## src/srglc_pkg.sv

```systemverilog
// Shared constants, types and helper functions of the rate and level config block.
// Assumes one 20 MHz crystal clock and an active-low asynchronous reset.
package srglc_pkg;

  // Register port widths.
  localparam int unsigned ADDR_W = 4;
  localparam int unsigned DATA_W = 8;

  // Register offsets.
  localparam logic [3:0] OFS_RATE_HI = 4'h0;
  localparam logic [3:0] OFS_RATE_MID = 4'h1;
  localparam logic [3:0] OFS_RATE_LO = 4'h2;
  localparam logic [3:0] OFS_GAIN_REF = 4'h3;
  localparam logic [3:0] OFS_CS_THR = 4'h4;
  localparam logic [3:0] OFS_LVL_OFF = 4'h5;
  localparam logic [3:0] OFS_MODE = 4'h6;
  localparam logic [3:0] OFS_STATUS = 4'h7;

  // Reset values.
  localparam logic [7:0] RST_RATE_HI = 8'h43;
  localparam logic [7:0] RST_RATE_MID = 8'hA9;
  localparam logic [7:0] RST_RATE_LO = 8'h2A;
  localparam logic [7:0] RST_GAIN_REF = 8'h36;
  localparam logic [7:0] RST_CS_THR = 8'h00;
  localparam logic [7:0] RST_LVL_OFF = 8'h00;
  localparam logic [7:0] RST_MODE = 8'h10;

  // Field positions.
  localparam int unsigned EXP_LSB = 4;
  localparam int unsigned SF_LSB = 4;
  localparam int unsigned STAT_CS = 0;
  localparam int unsigned STAT_GL = 1;
  localparam int unsigned STAT_SYM = 2;

  // Datapath widths.
  localparam int unsigned MANT_W = 20;
  localparam int unsigned ACC_W = 39;
  localparam int unsigned LEVEL_W = 12;

  // Modulation formats, which set bits per symbol.
  typedef enum logic [1:0] {MOD_2LVL, MOD_4LVL, MOD_MANCH, MOD_SPREAD} srglc_mod_t;

  // Software-visible register set.
  typedef struct packed {
    logic [7:0] rate_hi;
    logic [7:0] rate_mid;
    logic [7:0] rate_lo;
    logic [7:0] gain_ref;
    logic [7:0] cs_thr;
    logic [7:0] lvl_off;
    logic [7:0] mode;
  } srglc_regs_t;

  // Settings that the level logic needs.
  typedef struct packed {
    logic [7:0] gain_ref;
    logic [7:0] cs_thr;
    logic [7:0] lvl_off;
  } srglc_level_cfg_t;

  // Phase step per crystal cycle, scaled so that overflow of 2^39 is one symbol.
  function automatic logic [38:0] srglc_rate_incr(input logic [3:0] e, input logic [19:0] m);
    logic [38:0] base;
    base = {18'h0, 1'b1, m};
    if (e == 4'h0) begin
      return {18'h0, m, 1'b0};
    end
    return base << e;
  endfunction

  // Sign-extends a byte in 1 dB steps to the level width.
  function automatic logic [11:0] srglc_sext8(input logic [7:0] v);
    return {{4{v[7]}}, v};
  endfunction

endpackage

```

## src/srglc_top.sv

```systemverilog
// Symbol rate and gain level configuration block: register file and rate strobes.
// Assumes a plain register port on the 20 MHz crystal clock and datapath inputs
// that are already synchronous to that clock.
//
// Overview of operation
// - Exponent and 20-bit mantissa across three registers
// - Nonzero exponent: rate uses implied leading one
// - Zero exponent: rate is mantissa over 2^38
// - Data rate follows symbol rate per modulation
// - Lower gain when magnitude exceeds reference
// - Carrier threshold is signed, 1 dB steps
// - Signed offset corrects the 12-bit level
module srglc_top (
  // Clock and reset.
  input wire logic clk,
  input wire logic resetn,
  // Register port.
  input wire logic [3:0] reg_addr,
  input wire logic [7:0] reg_wdata,
  input wire logic reg_we,
  input wire logic reg_re,
  output logic [7:0] reg_rdata,
  // Datapath samples.
  input wire logic [7:0] chan_mag,
  input wire logic [11:0] rssi_raw,
  // Rate setting seen by the modem.
  output logic [3:0] rate_exponent,
  output logic [19:0] rate_mantissa,
  // Timing strobes.
  output logic sym_stb,
  output logic bit_stb,
  // Gain loop and carrier detect.
  output logic [7:0] gain_loop_target_level,
  output logic [7:0] carrier_detect_level,
  output logic [11:0] level_adj,
  output logic gain_lower,
  output logic carrier_sense
);

  // All state of the top level.
  typedef struct packed {
    srglc_pkg::srglc_regs_t regs;
    logic [7:0] rdata;
    logic [3:0] sym_cnt;
    logic bit_stb;
    logic sym_tgl;
  } srglc_top_state_t;

  // Current and next state.
  srglc_top_state_t q, d;

  // Strobes from the rate generator.
  logic sym_raw;
  logic half_raw;

  // Settings handed to the level logic.
  srglc_pkg::srglc_level_cfg_t lvl_cfg;

  // Decoded modulation and spreading factor.
  srglc_pkg::srglc_mod_t mod;
  logic [3:0] spread;
  logic [3:0] spread_last;

  // Status byte built from live state.
  logic [7:0] status;

  // Rate fields split out of the three rate registers.
  // rate field layout
  assign rate_exponent = q.regs.rate_hi[7:srglc_pkg::EXP_LSB];
  assign rate_mantissa = {q.regs.rate_hi[3:0], q.regs.rate_mid, q.regs.rate_lo};

  // Level settings straight from the registers.
  assign gain_loop_target_level = q.regs.gain_ref;
  assign carrier_detect_level = q.regs.cs_thr;

  // Bundle for the level logic.
  always_comb begin
    lvl_cfg.gain_ref = q.regs.gain_ref;
    lvl_cfg.cs_thr = q.regs.cs_thr;
    lvl_cfg.lvl_off = q.regs.lvl_off;
  end

  // Mode register decode.
  assign mod = srglc_pkg::srglc_mod_t'(q.regs.mode[1:0]);
  assign spread = q.regs.mode[7:srglc_pkg::SF_LSB];

  // A spreading factor of zero behaves as one; the counter stops at factor minus one.
  assign spread_last = (spread == 4'h0) ? 4'h0 : 4'(spread - 4'h1);

  // Status: carrier detect, gain request and symbol toggle.
  always_comb begin
    status = 8'h00;
    status[srglc_pkg::STAT_CS] = carrier_sense;
    status[srglc_pkg::STAT_GL] = gain_lower;
    status[srglc_pkg::STAT_SYM] = q.sym_tgl;
  end

  // Symbol timing generator.
  srglc_rate_gen u_rate (
    .clk(clk),
    .resetn(resetn),
    .exponent(rate_exponent),
    .mantissa(rate_mantissa),
    .sym_stb(sym_raw),
    .half_stb(half_raw)
  );

  // Level correction, gain request and carrier detect.
  srglc_level u_level (
    .clk(clk),
    .resetn(resetn),
    .cfg(lvl_cfg),
    .chan_mag(chan_mag),
    .rssi_raw(rssi_raw),
    .level_adj(level_adj),
    .gain_lower(gain_lower),
    .carrier_sense(carrier_sense)
  );

  // Next state: register writes, read answer and the bit strobe.
  always_comb begin
    d = q;
    d.bit_stb = 1'b0;
    d.rdata = 8'h00;

    // Register writes take effect at the next edge.
    if (reg_we) begin
      unique case (reg_addr)
        srglc_pkg::OFS_RATE_HI: begin
          d.regs.rate_hi = reg_wdata;
        end
        srglc_pkg::OFS_RATE_MID: begin
          d.regs.rate_mid = reg_wdata;
        end
        srglc_pkg::OFS_RATE_LO: begin
          d.regs.rate_lo = reg_wdata;
        end
        srglc_pkg::OFS_GAIN_REF: begin
          d.regs.gain_ref = reg_wdata;
        end
        srglc_pkg::OFS_CS_THR: begin
          d.regs.cs_thr = reg_wdata;
        end
        srglc_pkg::OFS_LVL_OFF: begin
          d.regs.lvl_off = reg_wdata;
        end
        srglc_pkg::OFS_MODE: begin
          d.regs.mode = reg_wdata;
        end
        // Status and unmapped offsets ignore writes.
        default: begin
          d.regs = q.regs;
        end
      endcase
    end

    // Read data stand for one cycle after the read strobe.
    if (reg_re) begin
      unique case (reg_addr)
        srglc_pkg::OFS_RATE_HI: begin
          d.rdata = q.regs.rate_hi;
        end
        srglc_pkg::OFS_RATE_MID: begin
          d.rdata = q.regs.rate_mid;
        end
        srglc_pkg::OFS_RATE_LO: begin
          d.rdata = q.regs.rate_lo;
        end
        srglc_pkg::OFS_GAIN_REF: begin
          d.rdata = q.regs.gain_ref;
        end
        srglc_pkg::OFS_CS_THR: begin
          d.rdata = q.regs.cs_thr;
        end
        srglc_pkg::OFS_LVL_OFF: begin
          d.rdata = q.regs.lvl_off;
        end
        srglc_pkg::OFS_MODE: begin
          d.rdata = q.regs.mode;
        end
        srglc_pkg::OFS_STATUS: begin
          d.rdata = status;
        end
        // Unmapped offsets read as zero.
        default: begin
          d.rdata = 8'h00;
        end
      endcase
    end

    // Each symbol flips the visible toggle.
    if (sym_raw) begin
      d.sym_tgl = !q.sym_tgl;
    end

    unique case (mod)
      // One bit per symbol.
      srglc_pkg::MOD_2LVL: begin
        d.bit_stb = sym_raw;
        d.sym_cnt = 4'h0;
      end
      // Two bits per symbol: at symbol start and at mid-symbol.
      srglc_pkg::MOD_4LVL: begin
        d.bit_stb = sym_raw || half_raw;
        d.sym_cnt = 4'h0;
      end
      // One bit every second symbol, the two chips of one bit.
      srglc_pkg::MOD_MANCH: begin
        if (sym_raw) begin
          d.bit_stb = q.sym_cnt[0];
          d.sym_cnt = {3'h0, !q.sym_cnt[0]};
        end
      end
      // One bit for each full run of spreading chips.
      srglc_pkg::MOD_SPREAD: begin
        if (sym_raw) begin
          if (q.sym_cnt >= spread_last) begin
            d.bit_stb = 1'b1;
            d.sym_cnt = 4'h0;
          end else begin
            d.sym_cnt = 4'(q.sym_cnt + 4'h1);
          end
        end
      end
    endcase
  end

  // State register with the documented power-on values.
  always_ff @(posedge clk or negedge resetn) begin
    if (!resetn) begin
      q.regs.rate_hi <= srglc_pkg::RST_RATE_HI;
      q.regs.rate_mid <= srglc_pkg::RST_RATE_MID;
      q.regs.rate_lo <= srglc_pkg::RST_RATE_LO;
      q.regs.gain_ref <= srglc_pkg::RST_GAIN_REF;
      q.regs.cs_thr <= srglc_pkg::RST_CS_THR;
      q.regs.lvl_off <= srglc_pkg::RST_LVL_OFF;
      q.regs.mode <= srglc_pkg::RST_MODE;
      q.rdata <= 8'h00;
      q.sym_cnt <= 4'h0;
      q.bit_stb <= 1'b0;
      q.sym_tgl <= 1'b0;
    end else begin
      q <= d;
    end
  end

  // Registered outputs.
  assign reg_rdata = q.rdata;
  assign bit_stb = q.bit_stb;

  // Symbol strobe is passed on as the generator makes it.
  assign sym_stb = sym_raw;

  // Exponent and top mantissa follow a write to the top rate register.
  chk_rate_hi_write: assert property (@(posedge clk) disable iff (!resetn)
    reg_we && reg_addr == srglc_pkg::OFS_RATE_HI |=>
    rate_exponent == $past(reg_wdata[7:4]) && rate_mantissa[19:16] == $past(reg_wdata[3:0]))
    else $error("top rate register write not applied");

  // Low mantissa byte lands in bits 7:0.
  chk_rate_lo_write: assert property (@(posedge clk) disable iff (!resetn)
    reg_we && reg_addr == srglc_pkg::OFS_RATE_LO |=> rate_mantissa[7:0] == $past(reg_wdata))
    else $error("low mantissa write not applied");

  // Two-level keying gives one bit per symbol, one cycle later.
  chk_bit_two_level: assert property (@(posedge clk) disable iff (!resetn)
    mod == srglc_pkg::MOD_2LVL && !reg_we ##0 sym_raw |=> bit_stb)
    else $error("two-level bit strobe missing");

  // Manchester gives no bit on two symbols in a row.
  chk_bit_manchester: assert property (@(posedge clk) disable iff (!resetn)
    mod == srglc_pkg::MOD_MANCH && !reg_we && bit_stb |-> !q.sym_cnt[0])
    else $error("manchester bit pairing broken");

  // A read answers in the next cycle with the stored byte.
  chk_read_answer: assert property (@(posedge clk) disable iff (!resetn)
    reg_re && !reg_we && reg_addr == srglc_pkg::OFS_GAIN_REF |=> reg_rdata == $past(q.regs.gain_ref))
    else $error("read data wrong");

  // Middle mantissa byte lands in bits 15:8.
  chk_rate_mid_write: assert property (@(posedge clk) disable iff (!resetn)
    reg_we && reg_addr == srglc_pkg::OFS_RATE_MID |=> rate_mantissa[15:8] == $past(reg_wdata))
    else $error("middle mantissa write not applied");

  // The gain reference seen by the gain loop follows its register write.
  chk_gain_ref_write: assert property (@(posedge clk) disable iff (!resetn)
    reg_we && reg_addr == srglc_pkg::OFS_GAIN_REF |=> gain_loop_target_level == $past(reg_wdata))
    else $error("gain reference write not applied");

  // The carrier threshold follows its register write.
  chk_cs_thr_write: assert property (@(posedge clk) disable iff (!resetn)
    reg_we && reg_addr == srglc_pkg::OFS_CS_THR |=> carrier_detect_level == $past(reg_wdata))
    else $error("carrier threshold write not applied");

  // The level offset handed to the level logic follows its register write.
  chk_offset_write: assert property (@(posedge clk) disable iff (!resetn)
    reg_we && reg_addr == srglc_pkg::OFS_LVL_OFF |=> lvl_cfg.lvl_off == $past(reg_wdata))
    else $error("level offset write not applied");

  // Without a write strobe every setting holds its value.
  chk_regs_hold: assert property (@(posedge clk) disable iff (!resetn)
    !reg_we |=> q.regs == $past(q.regs))
    else $error("settings changed without a write");

  // Writes to the status and unmapped offsets change no setting.
  chk_status_ro: assert property (@(posedge clk) disable iff (!resetn)
    reg_we && reg_addr >= srglc_pkg::OFS_STATUS |=> q.regs == $past(q.regs))
    else $error("read-only offset took a write");

  // Read data are zero in any cycle that does not follow a read strobe.
  chk_read_idle: assert property (@(posedge clk) disable iff (!resetn)
    !reg_re |=> reg_rdata == 8'h00)
    else $error("read data outside the answer cycle");

  // Unmapped offsets read as zero.
  chk_read_unmapped: assert property (@(posedge clk) disable iff (!resetn)
    reg_re && reg_addr[3] |=> reg_rdata == 8'h00)
    else $error("unmapped offset read not zero");

  // The status byte carries carrier detect, gain request and symbol toggle.
  chk_read_status: assert property (@(posedge clk) disable iff (!resetn)
    reg_re && reg_addr == srglc_pkg::OFS_STATUS |=>
    reg_rdata == {5'h00, $past(q.sym_tgl), $past(gain_lower), $past(carrier_sense)})
    else $error("status read wrong");

  // Four-level keying gives a bit at symbol start and at mid-symbol.
  chk_bit_four_level: assert property (@(posedge clk) disable iff (!resetn)
    mod == srglc_pkg::MOD_4LVL && (sym_raw || half_raw) |=> bit_stb)
    else $error("four-level bit strobe missing");

  // Outside four-level keying a bit only ever follows a symbol.
  chk_bit_needs_sym: assert property (@(posedge clk) disable iff (!resetn)
    mod != srglc_pkg::MOD_4LVL && !sym_raw |=> !bit_stb)
    else $error("bit strobe without a symbol");

  // Each symbol flips the status toggle.
  chk_sym_toggle: assert property (@(posedge clk) disable iff (!resetn)
    sym_raw |=> q.sym_tgl != $past(q.sym_tgl))
    else $error("symbol toggle did not flip");

endmodule

```

## src/srglc_rate_gen.sv

```systemverilog
// Symbol timing generator: a phase accumulator stepped once per crystal cycle.
// Assumes exponent and mantissa come from registers on the same clock.
module srglc_rate_gen (
  // Clock and reset.
  input wire logic clk,
  input wire logic resetn,
  // Rate setting.
  input wire logic [3:0] exponent,
  input wire logic [19:0] mantissa,
  // Strobes at symbol start and at mid-symbol.
  output logic sym_stb,
  output logic half_stb
);

  // All state of the generator.
  typedef struct packed {
    logic [38:0] acc;
    logic sym;
    logic half;
  } srglc_rg_state_t;

  srglc_rg_state_t q, d;
  logic [38:0] incr;
  logic [39:0] sum;

  // Step size follows the exponent; a zero exponent drops the implied leading one.
  // exponent selects step
  assign incr = srglc_pkg::srglc_rate_incr(exponent, mantissa);
  assign sum = {1'b0, q.acc} + {1'b0, incr};

  // Next state: overflow marks a symbol, crossing half scale marks mid-symbol.
  always_comb begin
    d = q;
    d.acc = sum[38:0];
    d.sym = sum[39];
    d.half = !sum[39] && !q.acc[38] && sum[38];
  end

  // State register.
  always_ff @(posedge clk or negedge resetn) begin
    if (!resetn) begin
      q <= '0;
    end else begin
      q <= d;
    end
  end

  assign sym_stb = q.sym;
  assign half_stb = q.half;

  // Phase advances by the mantissa with the implied one when the exponent is set.
  chk_step_normal: assert property (@(posedge clk) disable iff (!resetn)
    $past(exponent) != 4'h0 && $past(resetn) |->
    q.acc == 39'($past(q.acc) + (({18'h0, 1'b1, $past(mantissa)}) << $past(exponent))))
    else $error("phase step wrong for nonzero exponent");

  // Phase advances by twice the bare mantissa when the exponent is zero.
  chk_step_zero: assert property (@(posedge clk) disable iff (!resetn)
    $past(exponent) == 4'h0 && $past(resetn) |->
    q.acc == 39'($past(q.acc) + {$past(mantissa), 1'b0}))
    else $error("phase step wrong for zero exponent");

  // A symbol strobe appears exactly when the phase wraps.
  chk_sym_wrap: assert property (@(posedge clk) disable iff (!resetn)
    $past(resetn) |-> (sym_stb == (q.acc < $past(q.acc))))
    else $error("symbol strobe not tied to phase wrap");

endmodule

```

## src/srglc_level.sv

```systemverilog
// Received level correction, gain reduction request and carrier detect.
// Assumes magnitude and raw level arrive from datapath logic on the same clock.
module srglc_level (
  // Clock and reset.
  input wire logic clk,
  input wire logic resetn,
  // Settings.
  input wire srglc_pkg::srglc_level_cfg_t cfg,
  // Datapath samples.
  input wire logic [7:0] chan_mag,
  input wire logic [11:0] rssi_raw,
  // Results.
  output logic [11:0] level_adj,
  output logic gain_lower,
  output logic carrier_sense
);

  // All state of the level logic.
  typedef struct packed {
    logic [11:0] lvl;
    logic lower;
    logic cs;
  } srglc_lv_state_t;

  srglc_lv_state_t q, d;
  logic [11:0] corr;

  // Corrected level, offset added in 1 dB steps.
  assign corr = rssi_raw + srglc_pkg::srglc_sext8(cfg.lvl_off);

  // Next state of the three results.
  always_comb begin
    d = q;
    d.lvl = corr;
    d.lower = chan_mag > cfg.gain_ref;
    d.cs = $signed(corr) >= $signed(srglc_pkg::srglc_sext8(cfg.cs_thr));
  end

  // State register.
  always_ff @(posedge clk or negedge resetn) begin
    if (!resetn) begin
      q <= '0;
    end else begin
      q <= d;
    end
  end

  assign level_adj = q.lvl;
  assign gain_lower = q.lower;
  assign carrier_sense = q.cs;

  // Gain is asked down one cycle after magnitude exceeds the reference.
  chk_gain_lower: assert property (@(posedge clk) disable iff (!resetn)
    chan_mag > cfg.gain_ref |=> gain_lower) else $error("gain not lowered above reference");

  // Carrier detect follows the signed comparison one cycle later.
  chk_carrier_cmp: assert property (@(posedge clk) disable iff (!resetn)
    $signed(level_adj) < $signed({{4{$past(cfg.cs_thr[7])}}, $past(cfg.cs_thr)}) |-> !carrier_sense)
    else $error("carrier detected below signed threshold");

  // Corrected level equals raw reading plus the signed offset.
  chk_level_sum: assert property (@(posedge clk) disable iff (!resetn)
    $past(resetn) |-> level_adj == 12'($past(rssi_raw) + {{4{$past(cfg.lvl_off[7])}}, $past(cfg.lvl_off)}))
    else $error("level offset not applied");

endmodule

```

## config.mk

```make
export PLATFORM = sky130hd
export DESIGN_NAME = srglc_top
export DESIGN_NICKNAME = d
export VERILOG_FILES = /design/src/srglc_pkg.sv /design/src/srglc_top.sv /design/src/srglc_rate_gen.sv /design/src/srglc_level.sv
export SDC_FILE = /design/constraint.sdc
export NUM_CORES = 1
export LEC_CHECK = 0
export ABC_AREA = 1
export BUFFER_PORTS_ARGS = -buffer_cell sky130_fd_sc_hd__buf_2
export CORE_MARGIN = 8
export CORE_UTILIZATION = 45
export CTS_BUF_LIST = sky130_fd_sc_hd__clkbuf_2 sky130_fd_sc_hd__clkbuf_4 sky130_fd_sc_hd__clkbuf_8
export CTS_CLUSTER_SIZE = 10
export DETAILED_ROUTE_END_ITERATION = 8
export PLACE_DENSITY_LB_ADDON = 0.25
export SLEW_MARGIN = 20
export SYNTH_ARGS = -nofsm -noshare
export SYNTH_HDL_FRONTEND = slang
export SYNTH_SLANG_ARGS = --single-unit
```

## constraint.sdc

```tcl
create_clock -name clk -period 3.4 [get_ports clk]
set_input_delay 0.68 -clock clk [delete_from_list [all_inputs] [get_ports clk]]
set_output_delay 0.68 -clock clk [all_outputs]
set_load 0.02 [all_outputs]
```

==> reports/results.env <==
RUN_STATUS='complete, no violations'
WORST_HOLD_PATH_TYPE='in -> async'
HOLDWS_NS=0.269
SYNTH_FA_HA_AREA_SHARE_PCT=9.58
CTS_RESIZED=0
POWER.NET_SWITCHING_mW=4.45
PIN_COUNT_OF_THE_BIGGEST_NET_ENTERING_GLOBAL_ROUTING=55
CRIT_ARRIVAL_NS=3.46
DELAY_OF_THE_SLOWEST_CRITICAL_PATH_STAGE_NS=0.57
SETUP.WORST_PATH.START_CLASS='flop'
POST-CTS-SETUP-BUFFER-COUNT=0
FINAL_LAYOUT_SIZE_SUFFIX_GT1_SHARE_PCT=12.5
CTS_HOLD_BUF=0
CP_ENDPOINT_KIND='flop'
SETUP_SLACK_NS=0.278
WORSTSETUPPATHTYPE='reg -> reg'
GRT_USAGE_PCT=21.8
POSTSYNTHAREAPERCELL_UM2=6.86
GRT_ANTENNA_BEFORE_REPAIR=0
POSTSYNTHCELLCOUNT=1431
DR_TOTAL_VIAS=9357
CLOCK_SINKS=125
ROW_COUNT=54
FINALCOREUTILIZATION_PCT=49.3
POWER_DENSITY_CELLS_mW_PER_MM2=831
GRT_OVERFLOW_TOTAL=0
CRITPATHTOPFAMILY='compound AO/OA/AOI/OAI gates'
YOSYSWARNINGCOUNT=0
HOLD_VIOL_FINAL=0
CLK_ROOT_BUFFER_CELL='clkbuf_8'
DRT_DRC_VIOLATIONS_LEFT=0
CTS_TREE='yes'
CLOCK_SKEWS_NS=0.0178
DRT.ANTENNA.VIOLATING_NETS=0
YS_SEQ_ELEMENTS=125
CPMAXSTAGEDELAYCELL='dfstp_2'
FILLERINSTANCES=2254
WORSTREG2REGEND='u_rate.q[40]$_DFF_PN0_'
CTS_BUFFERS=17
SYN_NETS=1541
SEQ_AREA_FRAC_SYNTH_PCT=32.1
CP_CELL_INSTANCES='inv_1, o21ai_0, mux2i_1, o21ai_0, nand2_1, o221ai_1, ha_1, nand2_1, inv_1, a21oi_1, nand2_1, nand2_1, nand3_2, nand2_1, nand2_1, nand2_1, nand2_1'
POSTSYNTH.ASYNCRESETSHARE_PCT=100
MIN_PERIOD_OVER_PERIOD_PCT=91.8
IO_BUFFER_COUNT=99
SEQPWRFRAC_PCT=25.9
CP.REQUIRED_NS=3.74
FINALNONFILLERCELLS=1779
MAPPEDNETLISTAREA_MM2=0.00982
TIMING.REG2REG.SETUP_SLACK_NS=0.28
IO_PINS=100
POWER_SWITCHING_SHARE_PCT=50.2
WORST_SKEW_PAIR.LATE_LATENCY_NS=0.46
DP_HPWL_UM=23200
POST_PLACEMENT_WORST_SETUP_SLACK_NS=0.212
MAX_CLOCK_FREQ_MHz=320
CTS-HTREE-LEVELS=4
INSERTEDDIODECOUNT=0
MAXSLEWVIOLCOUNT=0
POWER.IR.VDD_WORST_mV=0.306
DETAIL_ROUTE.WIRELENGTH_UM=29000
YOSYS.AREA_SHARE.SIMPLE_PCT=26.4
MAX-CAP-VIOLATIONS=0
STARTPOINT='rate_mantissa[11]$_DFFE_PN1P_'
FIRST_GLOBAL_VIAS=8983
DIE_X_UM=164
VIASPERCELL=5.26
WORSTREGTOREGCELLS=17
SYNTH_ENABLE_FLOP_CELLS=0
WORST-PATH-MAX-FANOUT=4
NETS=1596
FLOORPLAN.INITIALDENSITY_PCT=45.4
SYNTHFLOPTYPE='dfrtp_1'
CLOCKBUFFERDEPTH=2
DETAILED_ROUTE_WIRE_LENGTH_PER_CELL_UM=16.3
GRT_FIRST_PASS_WIRELENGTH_UM=46000
P_INT_mW=4.42
SYN_TO_LAYOUT_AREA_DELTA_PCT=8.67
PLACEABLECOREAREA_MM2=0.0216
GP_CONGESTION=0.936
FLOORPLAN.DIE.HEIGHT_UM=164
TOTAL_STAGE_COUNT_OF_THE_CRITICAL_PATH=17
TIMING_WORST_SLEW_PIN_VALUE_NS=0.743
R2R_START='rate_mantissa[11]$_DFFE_PN1P_'
TNS_NS=0
DIEAREA_MM2=0.0268
SYNTH_TOP_FAMILY_BY_AREA='simple AND/OR/NAND/NOR gates'
AREA_FRACTION_IN_COMPOUND_GATES_AFTER_SYNTHESIS_PCT=14.7
P_CLK_SHARE_PCT=15.5
PLACE.DETAILED.INSTANCES=1747
MULTIPLEXER_SHARE_OF_THE_SYNTHESIZED_AREA_PCT=0.612
FINAL-SETUP-VIOL-COUNT=0
WORST_SETUP_HOLD_PATH_CLK_SLEW_NS=0.09
CP.BUFFERS_INVERTERS=2
FINAL.MIN_CLOCK_PERIOD_NS=3.12
POWER.LEAKAGE_nW=5.66
POST_SYNTH_XOR_AREA_FRACTION_PCT=3.12
MAXSLEWHEADROOM_PCT=50.5
DRTPASS1ITERATIONS=7
DR.FIRST_ITER.DRC_COUNT=743
SYNTH.DISTINCT_CELLS=43
POWER.COMBINATIONAL.FRACTION_PCT=58.5
CRITICAL_PATH_CAPTURE_POINT='u_rate.q[40]$_DFF_PN0_'
CP_COMMON_CELL='nand2_1'
-- flip-flops by register name (all words and copies together), names as in the netlist --
signal                  cells
rate_mantissa              20
gain_loop_target_level      8
lvl_cfg                     8
rate_exponent               4
reg_rdata                   8
u_level.carrier_sense       1
u_level.level_adj          12
u_rate.half_stb             1
bit_stb                     1
mod                         2
u_rate.q                   39
q                          11
u_rate.sym_stb              1
carrier_detect_level        8
u_level.gain_lower          1
-- synthesized netlist by cell type, types with 5 or more instances --
| library cell | n | area share [%] |
|---|---|---|
| nand2_1 | 442 | 17 |
| inv_1 | 210 | 8.0 |
| o21ai_0 | 142 | 7.2 |
| dfrtp_1 | 110 | 28 |
| nor2_1 | 89 | 3.4 |
| ha_1 | 72 | 9.2 |
| a21oi_1 | 66 | 3.4 |
| buf_4 | 53 | 4.1 |
| nand3_1 | 52 | 2.7 |
| xor2_1 | 24 | 2.1 |
| o22ai_1 | 21 | 1.3 |
| nor3_1 | 19 | 0.97 |
| dfstp_2 | 15 | 4.0 |
| xnor2_1 | 11 | 0.98 |
| buf_2 | 10 | 0.51 |
| nand2_2 | 10 | 0.64 |
| o211ai_1 | 9 | 0.69 |
| clkbuf_1 | 8 | 0.31 |
| nand4_1 | 7 | 0.45 |
| inv_2 | 6 | 0.23 |
| mux2i_1 | 6 | 0.61 |
| a31oi_1 | 5 | 0.32 |
| nand3_2 | 5 | 0.51 |
| o221ai_1 | 5 | 0.45 |
-- area by class of cell --
class	instances	area, um^2	share of cell area (%)
inverter	216	811	7.60
sequential	125	3150	29.5
clock buffer	18	241	2.26
clock inverter	14	159	1.49
tap	280	350	3.28
multi-input combinational	1016	5350	50.2
timing repair buffer	110	606	5.68
-- worst min-delay path by stage --
stage                               start                         endpoint  slack, ns  cells past startpoint
global placement    u_rate.q[2]$_DFF_PN0_            u_rate.q[2]$_DFF_PN0_       0.46                      1
CTS                                resetn  u_level.level_adj[10]$_DFF_PN0_       0.30                      1
finish                             resetn   u_level.level_adj[8]$_DFF_PN0_       0.27                      1
global route                       resetn   u_level.level_adj[8]$_DFF_PN0_       0.30                      1
floorplan                          resetn                bit_stb$_DFF_PN0_       0.38                      0
detailed placement  u_rate.q[2]$_DFF_PN0_            u_rate.q[2]$_DFF_PN0_       0.47                      1
-- power groups by stage --
stage               Clock (mW)  Combinational [mW]  Sequential [mW]
floorplan                    0                3.89             2.31
global placement             0                5.05             2.31
detailed placement           0                5.13             2.32
CTS                       1.40                5.15             2.30
global route              1.46                5.87             2.34
finish                    1.38                5.19             2.30
-- per-layer routing --
layer,part of all wire (%),GRT usage [%],vias to the layer above
met5,0,0,-
met4,3.0,8.06,0
met3,7.2,4.94,60
met2,47,36.5,317
met1,43,27.1,4318
li1,-,-,4662
-- kinds of logic (layout without fill, tap and decap cells) --
group,Yosys count,after routing
other,1,1
adders and majority gates,74,74
and+or+nand+nor,635,635
muxes,6,6
buffers and inverters,290,358
DFF,125,125
AOI/OAI and AO/OA,265,265
xor gates and xnor gates,35,35
-- cells in the final DEF (no fill, tap or decap), types with 4 or more instances in the layout --
cell          n
dfrtp_1     110
inv_6         5
buf_2        98
dfstp_2      15
nor2_2        4
inv_1       210
o21ai_0     142
nor2_1       89
nand2_2      10
mux2i_1       6
nand2_1     442
a211oi_1      4
clkinvlp_4    4
o21bai_1      4
nand3_1      52
ha_1         72
a21oi_1      66
clkbuf_8     17
o221ai_1      5
o211ai_1      9
nand3_2       5
buf_4        10
nor3_1       19
a31oi_1       5
o22ai_1      20
xnor2_1      11
nand4_1       7
xor2_1       24
inv_2         6
-- metrics by stage --
step	power, mW	cell area, um^2
4_1_cts	8.85	10700
3_3_place_gp	7.36	10300
6_report	8.86	10700
2_1_floorplan	6.19	9820
5_1_grt	9.67	10700
3_5_place_dp	7.45	10300
Power figures use the tool's default switching activity.
